===== config.mk =====
export PLATFORM = sky130hd
export DESIGN_NAME = ptpi_top
export DESIGN_NICKNAME = d
export VERILOG_FILES = /design/src/design/ptpi_pkg.sv /design/src/design/ptpi_bus_port.sv /design/src/design/ptpi_top.sv
export SDC_FILE = /design/constraint.sdc
export NUM_CORES = 1
export LEC_CHECK = 0
export BUFFER_PORTS_ARGS = -buffer_cell sky130_fd_sc_hd__buf_4
export CAP_MARGIN = 20
export CORE_ASPECT_RATIO = 1.75
export CORE_MARGIN = 2
export CORE_UTILIZATION = 50
export DETAILED_ROUTE_END_ITERATION = 6
export PLACE_DENSITY = 0.68
export SYNTH_ARGS = -nofsm -noshare
export SYNTH_HDL_FRONTEND = slang
export SYNTH_SLANG_ARGS = --single-unit

===== constraint.sdc =====
create_clock -name pclk -period 4.08 [get_ports pclk]
set_input_delay 0.204 -clock pclk [delete_from_list [all_inputs] [get_ports pclk]]
set_output_delay 0.204 -clock pclk [all_outputs]
set_load 0.01 [all_outputs]

===== src/design/ptpi_pkg.sv =====
// Behaviour
// - any channel listens any slot, either bus
// - channel n maps to base plus n
// - transmit only in eight consecutive own slots
// - latch selected slot sample per channel
// - both buses handled by identical logic
// - receive source named by slot and bus
// - poll all eight channels for events
// - report changes since previous report when polled
// - commands in, status out, same bus
// - indicator register drives red, yellow, green
// - clock strap 2.048 or 1.544, default 1.544
// - law strap A or mu, default mu
// - diagnostic serial port, backplane or jack
// - separate per-bus registers, bus select chooses
// - wink bit high while off hook and loop current open
package ptpi_pkg;
   localparam int NCH = 8;
   localparam int SW = 8;
   localparam int AW = 8;
   localparam int STW = 24;
   // register byte offsets
   localparam logic [AW-1:0] A_CTRL = 8'h00;
   localparam logic [AW-1:0] A_STS = 8'h04;
   localparam logic [AW-1:0] A_MASK = 8'h08;
   localparam logic [AW-1:0] A_LED = 8'h0C;
   localparam logic [AW-1:0] A_STRAP = 8'h10;
   localparam logic [AW-1:0] A_LINE = 8'h14;
   localparam logic [AW-1:0] A_RPT = 8'h18;
   localparam logic [AW-1:0] A_DIAG = 8'h1C;
   localparam logic [AW-1:0] A_RXSEL = 8'h20;
   localparam logic [AW-1:0] A_DIG = 8'h40;
   localparam logic [AW-1:0] A_RXD = 8'h60;
   // field positions
   localparam int CT_TXBUS = 8;
   localparam int CT_TXEN = 9;
   localparam int CT_HOOK = 10;
   localparam int CT_JACK = 18;
   localparam int RS_BUS = 8;
   localparam int ST_DIG = 8;
   localparam int ST_WNK = 16;
   localparam int LN_WNK = 8;
   localparam int DG_BUSY = 8;
   localparam int DG_RXD = 9;
   localparam int SP_CLK = 0;
   localparam int SP_LAW = 1;
   localparam logic [2:0] LED_RST = 3'h7;
   // diagnostic serial timing
   localparam int CLK_HZ = 20000000;
   localparam int BAUD_HZ = 9600;
   localparam int BAUD_DIV = CLK_HZ / BAUD_HZ;
   localparam logic [3:0] UART_BITS = 4'hA;
   typedef enum logic [0:0] {PTPI_DG_IDLE = 1'b0, PTPI_DG_SEND = 1'b1} ptpi_dg_t;
   // offset of a slot inside an eight-slot block, or all ones
   function automatic logic [3:0] ptpi_blk(input logic [SW-1:0] slot, input logic [SW-1:0] base);
      logic [SW-1:0] d;
      d = slot - base;
      ptpi_blk = (d < SW'(NCH)) ? {1'b0, d[2:0]} : 4'hF;
   endfunction
endpackage


===== src/design/ptpi_bus_port.sv =====
`timescale 1ns/1ns
// one backplane pcm bus: transmit block and per-channel capture
module ptpi_bus_port import ptpi_pkg::*; (
   input wire logic pclk,
   input wire logic presetn,
   input wire logic slot_stb,
   input wire logic [SW-1:0] cur_slot,
   input wire logic bus_id,
   input wire logic tx_en,
   input wire logic tx_bus,
   input wire logic [SW-1:0] base_slot,
   input wire logic [NCH-1:0][SW-1:0] tx_samp,
   input wire logic [NCH-1:0][SW-1:0] rx_slot,
   input wire logic [NCH-1:0] rx_bus,
   input wire logic [SW-1:0] bus_in,
   output logic [SW-1:0] bus_out,
   output logic bus_oe_n,
   output logic [NCH-1:0][SW-1:0] cap_samp,
   output logic [NCH-1:0] cap_stb
);
   logic [SW-1:0] nxt_slot;
   logic [3:0] nxt_off;
   assign nxt_slot = cur_slot + SW'(1);
   assign nxt_off = ptpi_blk(nxt_slot, base_slot);

   // drive set up one slot ahead so the byte is stable for the whole slot
   always_ff @(posedge pclk or negedge presetn) begin
      if (!presetn) begin
         bus_out <= 8'h00;
         bus_oe_n <= 1'b1;
      end else if (!tx_en || tx_bus != bus_id) begin
         bus_oe_n <= 1'b1;
      end else if (slot_stb) begin
         bus_oe_n <= nxt_off[3];
         bus_out <= nxt_off[3] ? 8'h00 : tx_samp[nxt_off[2:0]];
      end
   end

   // capture register per channel, independent of the other bus
   always_ff @(posedge pclk or negedge presetn) begin
      if (!presetn) begin
         cap_samp <= '0;
         cap_stb <= '0;
      end else begin
         for (int i = 0; i < NCH; i++) begin
            cap_stb[i] <= slot_stb && rx_slot[i] == cur_slot && rx_bus[i] == bus_id;
            if (slot_stb && rx_slot[i] == cur_slot && rx_bus[i] == bus_id)
               cap_samp[i] <= bus_in;
         end
      end
   end
endmodule // ptpi_bus_port


===== src/design/ptpi_top.sv =====
`timescale 1ns/1ns
module ptpi_top import ptpi_pkg::*; (
   input wire logic pclk,
   input wire logic presetn,
   input wire logic psel,
   input wire logic penable,
   input wire logic pwrite,
   input wire logic [AW-1:0] paddr,
   input wire logic [31:0] pwdata,
   output logic [31:0] prdata,
   output logic pready,
   output logic pslverr,
   output logic irq,
   input wire logic frame_sync,
   input wire logic slot_stb,
   input wire logic [SW-1:0] pcm_a_in,
   output logic [SW-1:0] pcm_a_out,
   output logic pcm_a_oe_n,
   input wire logic [SW-1:0] pcm_b_in,
   output logic [SW-1:0] pcm_b_out,
   output logic pcm_b_oe_n,
   input wire logic [NCH-1:0][SW-1:0] codec_tx,
   output logic [NCH-1:0][SW-1:0] codec_rx,
   output logic [NCH-1:0] codec_rx_stb,
   input wire logic [NCH-1:0] ring_det,
   input wire logic [NCH-1:0] cur_open,
   input wire logic [NCH-1:0] digit_valid,
   input wire logic [NCH-1:0][3:0] digit_code,
   output logic [NCH-1:0] off_hook,
   input wire logic strap_clk_fast,
   input wire logic strap_alaw,
   output logic codec_clk_2m048,
   output logic codec_alaw,
   output logic led_red_n,
   output logic led_yellow_n,
   output logic led_green_n,
   input wire logic diag_rxd_bp,
   input wire logic diag_rxd_jack,
   output logic diag_txd_bp,
   output logic diag_txd_jack
);
   logic [31:0] ctrl_reg;
   logic [STW-1:0] sts_reg, sts_set, mask_reg;
   logic [2:0] led_reg;
   logic [NCH-1:0] chg_reg, chg_set;
   logic [NCH-1:0][SW-1:0] rxs_reg;
   logic [NCH-1:0] rxb_reg;
   logic [NCH-1:0][3:0] dig_reg;
   logic [NCH-1:0] ring_q, wink_q;
   logic [2:0] poll_idx;
   logic [SW-1:0] slot_cnt, cur_slot;
   logic strap_done;
   logic [NCH-1:0][SW-1:0] cap_a, cap_b;
   logic [NCH-1:0] stb_a, stb_b, wink_now;
   logic wr_go, rd_go, setup;
   logic [31:0] rd_val;
   logic rd_ok;
   ptpi_dg_t dg_state;
   logic [15:0] dg_div;
   logic [3:0] dg_cnt;
   logic [9:0] dg_sh;
   logic dg_txd;

   // true when an address falls inside the eight-word array starting at b
   function automatic logic in_arr(input logic [AW-1:0] a, input logic [AW-1:0] b);
      in_arr = a[AW-1:5] == b[AW-1:5];
   endfunction

   assign setup = psel && !penable;
   assign wr_go = psel && penable && pready && pwrite;
   assign rd_go = psel && penable && pready && !pwrite;
   assign wink_now = off_hook & cur_open;

   // frame sync forces slot 0; strobes step the slot counter
   assign cur_slot = frame_sync ? '0 : slot_cnt;
   always_ff @(posedge pclk or negedge presetn) begin
      if (!presetn)
         slot_cnt <= '0;
      else if (slot_stb)
         slot_cnt <= cur_slot + SW'(1);
      else if (frame_sync)
         slot_cnt <= '0;
   end

   // both buses use the same engine
   ptpi_bus_port u_bus_a (
      .pclk(pclk), .presetn(presetn), .slot_stb(slot_stb), .cur_slot(cur_slot),
      .bus_id(1'b0), .tx_en(ctrl_reg[CT_TXEN]), .tx_bus(ctrl_reg[CT_TXBUS]),
      .base_slot(ctrl_reg[SW-1:0]), .tx_samp(codec_tx), .rx_slot(rxs_reg), .rx_bus(rxb_reg),
      .bus_in(pcm_a_in), .bus_out(pcm_a_out), .bus_oe_n(pcm_a_oe_n),
      .cap_samp(cap_a), .cap_stb(stb_a)
   );
   ptpi_bus_port u_bus_b (
      .pclk(pclk), .presetn(presetn), .slot_stb(slot_stb), .cur_slot(cur_slot),
      .bus_id(1'b1), .tx_en(ctrl_reg[CT_TXEN]), .tx_bus(ctrl_reg[CT_TXBUS]),
      .base_slot(ctrl_reg[SW-1:0]), .tx_samp(codec_tx), .rx_slot(rxs_reg), .rx_bus(rxb_reg),
      .bus_in(pcm_b_in), .bus_out(pcm_b_out), .bus_oe_n(pcm_b_oe_n),
      .cap_samp(cap_b), .cap_stb(stb_b)
   );

   // bus select picks which per-bus register feeds the codec
   always_ff @(posedge pclk or negedge presetn) begin
      if (!presetn) begin
         codec_rx <= '0;
         codec_rx_stb <= '0;
      end else begin
         for (int i = 0; i < NCH; i++) begin
            codec_rx[i] <= rxb_reg[i] ? cap_b[i] : cap_a[i];
            codec_rx_stb[i] <= stb_a[i] | stb_b[i];
         end
      end
   end

   // round-robin poll, one channel per clock
   always_ff @(posedge pclk or negedge presetn) begin
      if (!presetn) begin
         poll_idx <= '0;
         ring_q <= '0;
         wink_q <= '0;
         dig_reg <= '0;
      end else begin
         poll_idx <= poll_idx + 3'h1;
         ring_q[poll_idx] <= ring_det[poll_idx];
         wink_q[poll_idx] <= wink_now[poll_idx];
         if (digit_valid[poll_idx])
            dig_reg[poll_idx] <= digit_code[poll_idx];
      end
   end

   // events of the channel under poll
   always_comb begin
      sts_set = '0;
      chg_set = '0;
      sts_set[poll_idx] = ring_det[poll_idx] && !ring_q[poll_idx];
      sts_set[ST_DIG + poll_idx] = digit_valid[poll_idx];
      sts_set[ST_WNK + poll_idx] = wink_now[poll_idx] != wink_q[poll_idx];
      chg_set[poll_idx] = sts_set[poll_idx] | sts_set[ST_DIG + poll_idx] | sts_set[ST_WNK + poll_idx];
   end

   // sticky status, write one to clear; a new event beats the clear
   always_ff @(posedge pclk or negedge presetn) begin
      if (!presetn)
         sts_reg <= '0;
      else if (wr_go && paddr == A_STS)
         sts_reg <= (sts_reg & ~pwdata[STW-1:0]) | sts_set;
      else
         sts_reg <= sts_reg | sts_set;
   end

   // change report cleared by the poll read, set wins
   always_ff @(posedge pclk or negedge presetn) begin
      if (!presetn)
         chg_reg <= '0;
      else if (rd_go && paddr == A_RPT)
         chg_reg <= chg_set;
      else
         chg_reg <= chg_reg | chg_set;
   end

   always_ff @(posedge pclk or negedge presetn) begin
      if (!presetn)
         irq <= 1'b0;
      else
         irq <= |(sts_reg & mask_reg);
   end

   // software-written control
   always_ff @(posedge pclk or negedge presetn) begin
      if (!presetn) begin
         ctrl_reg <= '0;
         mask_reg <= '0;
         led_reg <= LED_RST;
         rxs_reg <= '0;
         rxb_reg <= '0;
      end else if (wr_go) begin
         if (paddr == A_CTRL)
            ctrl_reg <= pwdata;
         if (paddr == A_MASK)
            mask_reg <= pwdata[STW-1:0];
         if (paddr == A_LED)
            led_reg <= pwdata[2:0];
         if (in_arr(paddr, A_RXSEL) && paddr[1:0] == 2'b00) begin // misaligned words refused
            rxs_reg[paddr[4:2]] <= pwdata[SW-1:0];
            rxb_reg[paddr[4:2]] <= pwdata[RS_BUS];
         end
      end
   end

   // outputs that follow control bits
   always_ff @(posedge pclk or negedge presetn) begin
      if (!presetn) begin
         off_hook <= '0;
         led_red_n <= LED_RST[0];
         led_yellow_n <= LED_RST[1];
         led_green_n <= LED_RST[2];
         diag_txd_bp <= 1'b1;
         diag_txd_jack <= 1'b1;
      end else begin
         off_hook <= ctrl_reg[CT_HOOK +: NCH];
         led_red_n <= led_reg[0];
         led_yellow_n <= led_reg[1];
         led_green_n <= led_reg[2];
         diag_txd_bp <= ctrl_reg[CT_JACK] | dg_txd;
         diag_txd_jack <= !ctrl_reg[CT_JACK] | dg_txd;
      end
   end

   // straps caught once after reset release; defaults are 1.544 and mu-law
   always_ff @(posedge pclk or negedge presetn) begin
      if (!presetn) begin
         strap_done <= 1'b0;
         codec_clk_2m048 <= 1'b0;
         codec_alaw <= 1'b0;
      end else if (!strap_done) begin
         strap_done <= 1'b1;
         codec_clk_2m048 <= strap_clk_fast;
         codec_alaw <= strap_alaw;
      end
   end

   // diagnostic transmitter, 8n1; writes while busy are dropped
   always_ff @(posedge pclk or negedge presetn) begin
      if (!presetn) begin
         dg_state <= PTPI_DG_IDLE;
         dg_div <= '0;
         dg_cnt <= '0;
         dg_sh <= '1;
      end else begin
         unique case (dg_state)
            PTPI_DG_IDLE: begin
               if (wr_go && paddr == A_DIAG) begin
                  dg_sh <= {1'b1, pwdata[7:0], 1'b0};
                  dg_div <= '0;
                  dg_cnt <= '0;
                  dg_state <= PTPI_DG_SEND;
               end
            end
            PTPI_DG_SEND: begin
               if (dg_div == 16'(BAUD_DIV - 1)) begin
                  dg_div <= '0;
                  dg_sh <= {1'b1, dg_sh[9:1]};
                  dg_cnt <= dg_cnt + 4'h1;
                  if (dg_cnt == UART_BITS - 4'h1)
                     dg_state <= PTPI_DG_IDLE;
               end else begin
                  dg_div <= dg_div + 16'h0001;
               end
            end
         endcase
      end
   end
   assign dg_txd = dg_sh[0];

   // read mux
   always_comb begin
      rd_val = '0;
      rd_ok = 1'b1;
      if (paddr[1:0] != 2'b00)
         rd_ok = 1'b0;
      else if (paddr == A_CTRL)
         rd_val = ctrl_reg;
      else if (paddr == A_STS)
         rd_val[STW-1:0] = sts_reg;
      else if (paddr == A_MASK)
         rd_val[STW-1:0] = mask_reg;
      else if (paddr == A_LED)
         rd_val[2:0] = led_reg;
      else if (paddr == A_STRAP) begin
         rd_val[SP_CLK] = codec_clk_2m048;
         rd_val[SP_LAW] = codec_alaw;
      end else if (paddr == A_LINE) begin
         rd_val[NCH-1:0] = ring_q;
         rd_val[LN_WNK +: NCH] = wink_q;
      end else if (paddr == A_RPT)
         rd_val[NCH-1:0] = chg_reg | chg_set;
      else if (paddr == A_DIAG) begin
         rd_val[DG_BUSY] = dg_state == PTPI_DG_SEND;
         rd_val[DG_RXD] = ctrl_reg[CT_JACK] ? diag_rxd_jack : diag_rxd_bp;
      end else if (in_arr(paddr, A_RXSEL))
         rd_val[RS_BUS:0] = {rxb_reg[paddr[4:2]], rxs_reg[paddr[4:2]]};
      else if (in_arr(paddr, A_DIG))
         rd_val[3:0] = dig_reg[paddr[4:2]];
      else if (in_arr(paddr, A_RXD))
         rd_val[SW-1:0] = codec_rx[paddr[4:2]];
      else
         rd_ok = 1'b0;
   end

   // one wait-free access phase; answer loaded during setup
   always_ff @(posedge pclk or negedge presetn) begin
      if (!presetn) begin
         pready <= 1'b0;
         prdata <= '0;
         pslverr <= 1'b0;
      end else begin
         pready <= setup;
         pslverr <= setup && !rd_ok;
         prdata <= (setup && !pwrite) ? rd_val : 32'h00000000;
      end
   end
endmodule // ptpi_top


==> impl_metrics.py <==
metrics = {
    "worst_setup_path": {
        "crit_fanout": 34,
        "critPathTopFamily": "simple AND/OR/NAND/NOR gates",
        "path_cells": "buf_4 > nand3_1 > nor2_1 > xnor2_1 > ha_1 > or3_1 > o32a_1 > a221o_1 > nor4_4 > buf_4 > o2111ai_1 > nand3_1",
        "start_kind": "flip-flop",
        "crit_buf_inv": 2,
        "worstSetupPathType": "reg -> reg",
        "crit_required_ps": 4590,
        "cp-end-kind": "flip-flop",
        "max_stage_delay_ps": 390,
        "slowest_stage": "a221o_1",
        "arrival_ps": 4010,
    },
    "placement": {
        "placed_cells": 3071,
        "pre_cts_slack_ps": 620.2,
        "dp_hpwl_mm": 57.13,
        "portBuffers": 326,
        "place_congestion": 0.9249,
        "place_area_um2": 28880,
    },
    "clock_tree": {
        "root_buffer": "clkbuf_16",
        "clock-sinks": 537,
        "post_cts_resized": 0,
        "cts_buffers": 49,
        "htree_levels": 2,
        "cts_max_path_buffers": 3,
        "cts_tree": "built",
        "path_clk_slew_ps": 60,
        "clock_latency_ps": 600,
    },
    "routing": {
        "drc": 0,
        "first_pass_iters": 6,
        "route.vias.total": 19530,
        "detail-route-antenna-nets": 0,
        "wl_mm": 79.58,
        "wl_per_cell_um": 24.55,
        "drt_iter0_drc": 1313,
        "via_per_inst": 6.023,
    },
    "power_and_ir_drop": {
        "p_leak_nw": 14.17,
        "p_total_mw": 12.97,
        "power_density_nw_per_um2": 413.3,
        "irDropWorstVdd_uv": 567.7,
    },
    "sta": {
        "relSlewSlack_pct": 33.31,
        "maxClockFrequency_ghz": 0.2859,
        "maxSlewViolCount": 0,
        "setup_tns_ps": 0,
        "period_minus_slack_ps": 3498,
        "min_period_over_period_pct": 85.74,
        "rsz0062_at_grt": "no",
        "tightest_slew_ps": 1000,
        "hold_viol_final": 0,
        "setup_viol": 0,
        "finClkSkew_ps": 23.93,
        "setup_slack_ps": 581.8,
        "whs_ps": 33.41,
    },
    "die": {
        "dieHeight_um": 303.6,
        "die_area_um2": 53180,
        "start_util_pct": 50.67,
        "fp-row-count": 109,
        "core_um2": 50600,
        "io_pins": 327,
        "die_w_um": 175.2,
    },
    "logic_synthesis": {
        "synth_cells": 2151,
        "synth_top_area_share_pct": 50.56,
        "syn_area_um2": 25640,
        "ys_ff_latch": 537,
        "yosysWarnings": 0,
        "synth_nets": 2352,
        "synth.most_common_cell": "dfrtp_1",
        "synthTopCellsByCount": "dfrtp_1 (518), mux2_2 (311), nand2_1 (187)",
        "synth_top_area_cell": "dfrtp_1",
        "synth_edf_count": 0,
        "synth_area_leaders": "dfrtp_1 (51%), mux2_2 (14%), mux4_2 (4.7%)",
        "ys.flop_type": "dfrtp_1",
        "syn_area_per_cell_um2": 11.92,
        "synth_cell_types": 73,
        "synth-seq-area-share_pct": 52.50,
        "synthArstFlopShare_pct": 100.0,
    },
    "final_layout": {
        "stdcell_count": 3242,
        "drive_above_1_share_pct": 35.04,
        "area_delta_synth_final_pct": 22.43,
        "fill_cells": 4052,
        "finalCoreUtilization_pct": 62.04,
        "multi_input_area_um2": 11510,
        "fin_area_um2": 31390,
        "nets": 2735,
        "register_area_um2": 13460,
    },
    "global_routing": {
        "grt_pass1_vias": 19870,
        "grt_pass1_wl_mm": 119.2,
        "grt_max_degree": 104,
        "antenna_found_initial": 4,
        "grt_usage_pct": 29.52,
        "gr-total-overflow": 0,
    },
    "worst_hold_path": {
        "hold_class": "in -> reg",
    },
    "run": {
        "cap_violations": 0,
    },
    "run_status": {
        "status": "complete, no violations",
    },
}
[layout by cell type, fill, tap and decap left out, types with 34 or more instances in the layout]
master,count
dlygate4sd3_1,78
clkbuf_16,49
dfrtp_1,518
a21oi_1,64
nand2_1,187
mux2i_1,61
mux4_2,54
inv_1,34
buf_4,376
mux2_2,311
nor2_1,140
o21ai_0,99
xnor2_1,40
nand3_1,72
[worst register-to-register path, cell delays in order (launching register included)]
cell       delay (ps)
dfrtp_1           340
buf_4             290
nand3_1           170
nor2_1            250
xnor2_1           110
ha_1              350
or3_1             380
o32a_1            170
a221o_1           390
nor4_4            280
buf_4             360
o2111ai_1         200
nand3_1           130
[cell families after synthesis]
group,after synthesis,share of synthesized area [%]
adders and majority gates,14,0.7125
DFF,537,52.50
buffers and inverters,164,2.669
and+or+nand+nor,587,11.73
other,1,0.01463
xor gates and xnor gates,52,1.776
muxes,434,21.25
AOI/OAI and AO/OA,362,9.340
[cell type report]
class	count	area share, %
clock inverter	26	1.108
sequential	537	42.89
tap	666	2.655
clock buffer	65	4.385
antenna	2	0.01594
inverter	36	0.4305
multi-input combinational	1450	36.67
timing repair buffer	460	11.85
[power breakdown]
part,total (mW),switching (mW),leakage (nW),internal (mW)
Clock,4.94,2.11,0.851,2.84
Combinational,2.01,1.02,6.62,0.983
Sequential,6.03,0.267,6.70,5.76
Total,13.0,3.40,14.2,9.58
[routing by layer]
layer | global-route usage (%) | vias up | share of wire (%)
met4 | 14.05 | 4 | 4.8
met5 | 0 | - | 0.023
met3 | 4.923 | 178 | 6.1
li1 | - | 8630 | -
met1 | 32.82 | 9934 | 36
met2 | 54.67 | 779 | 53
[final timing paths]
kind                       slack, ps            endpoint         from  cells after the start
setup / recovery                 580  u_bus_b.bus_out[2]  slot_cnt[0]                     12
hold / removal                    30         ctrl_reg[3]    pwdata[3]                      3
setup reg to reg                 580  u_bus_b.bus_out[2]  slot_cnt[0]                     12
hold reg to reg                  380        led_yellow_n   led_reg[1]                      0
max in group asynchronous       2740           dg_div[3]      presetn                      3
min in group asynchronous        250        codec_rx[30]      presetn                      2
[what timing repair did]
action | in CTS | in global routing
hold endpoints to repair | 316 | 0
hold buffers | 78 | 0
setup buffers | 0 | 0
setup endpoints to repair | 0 | 0
(Power assumes the default switching activity.)
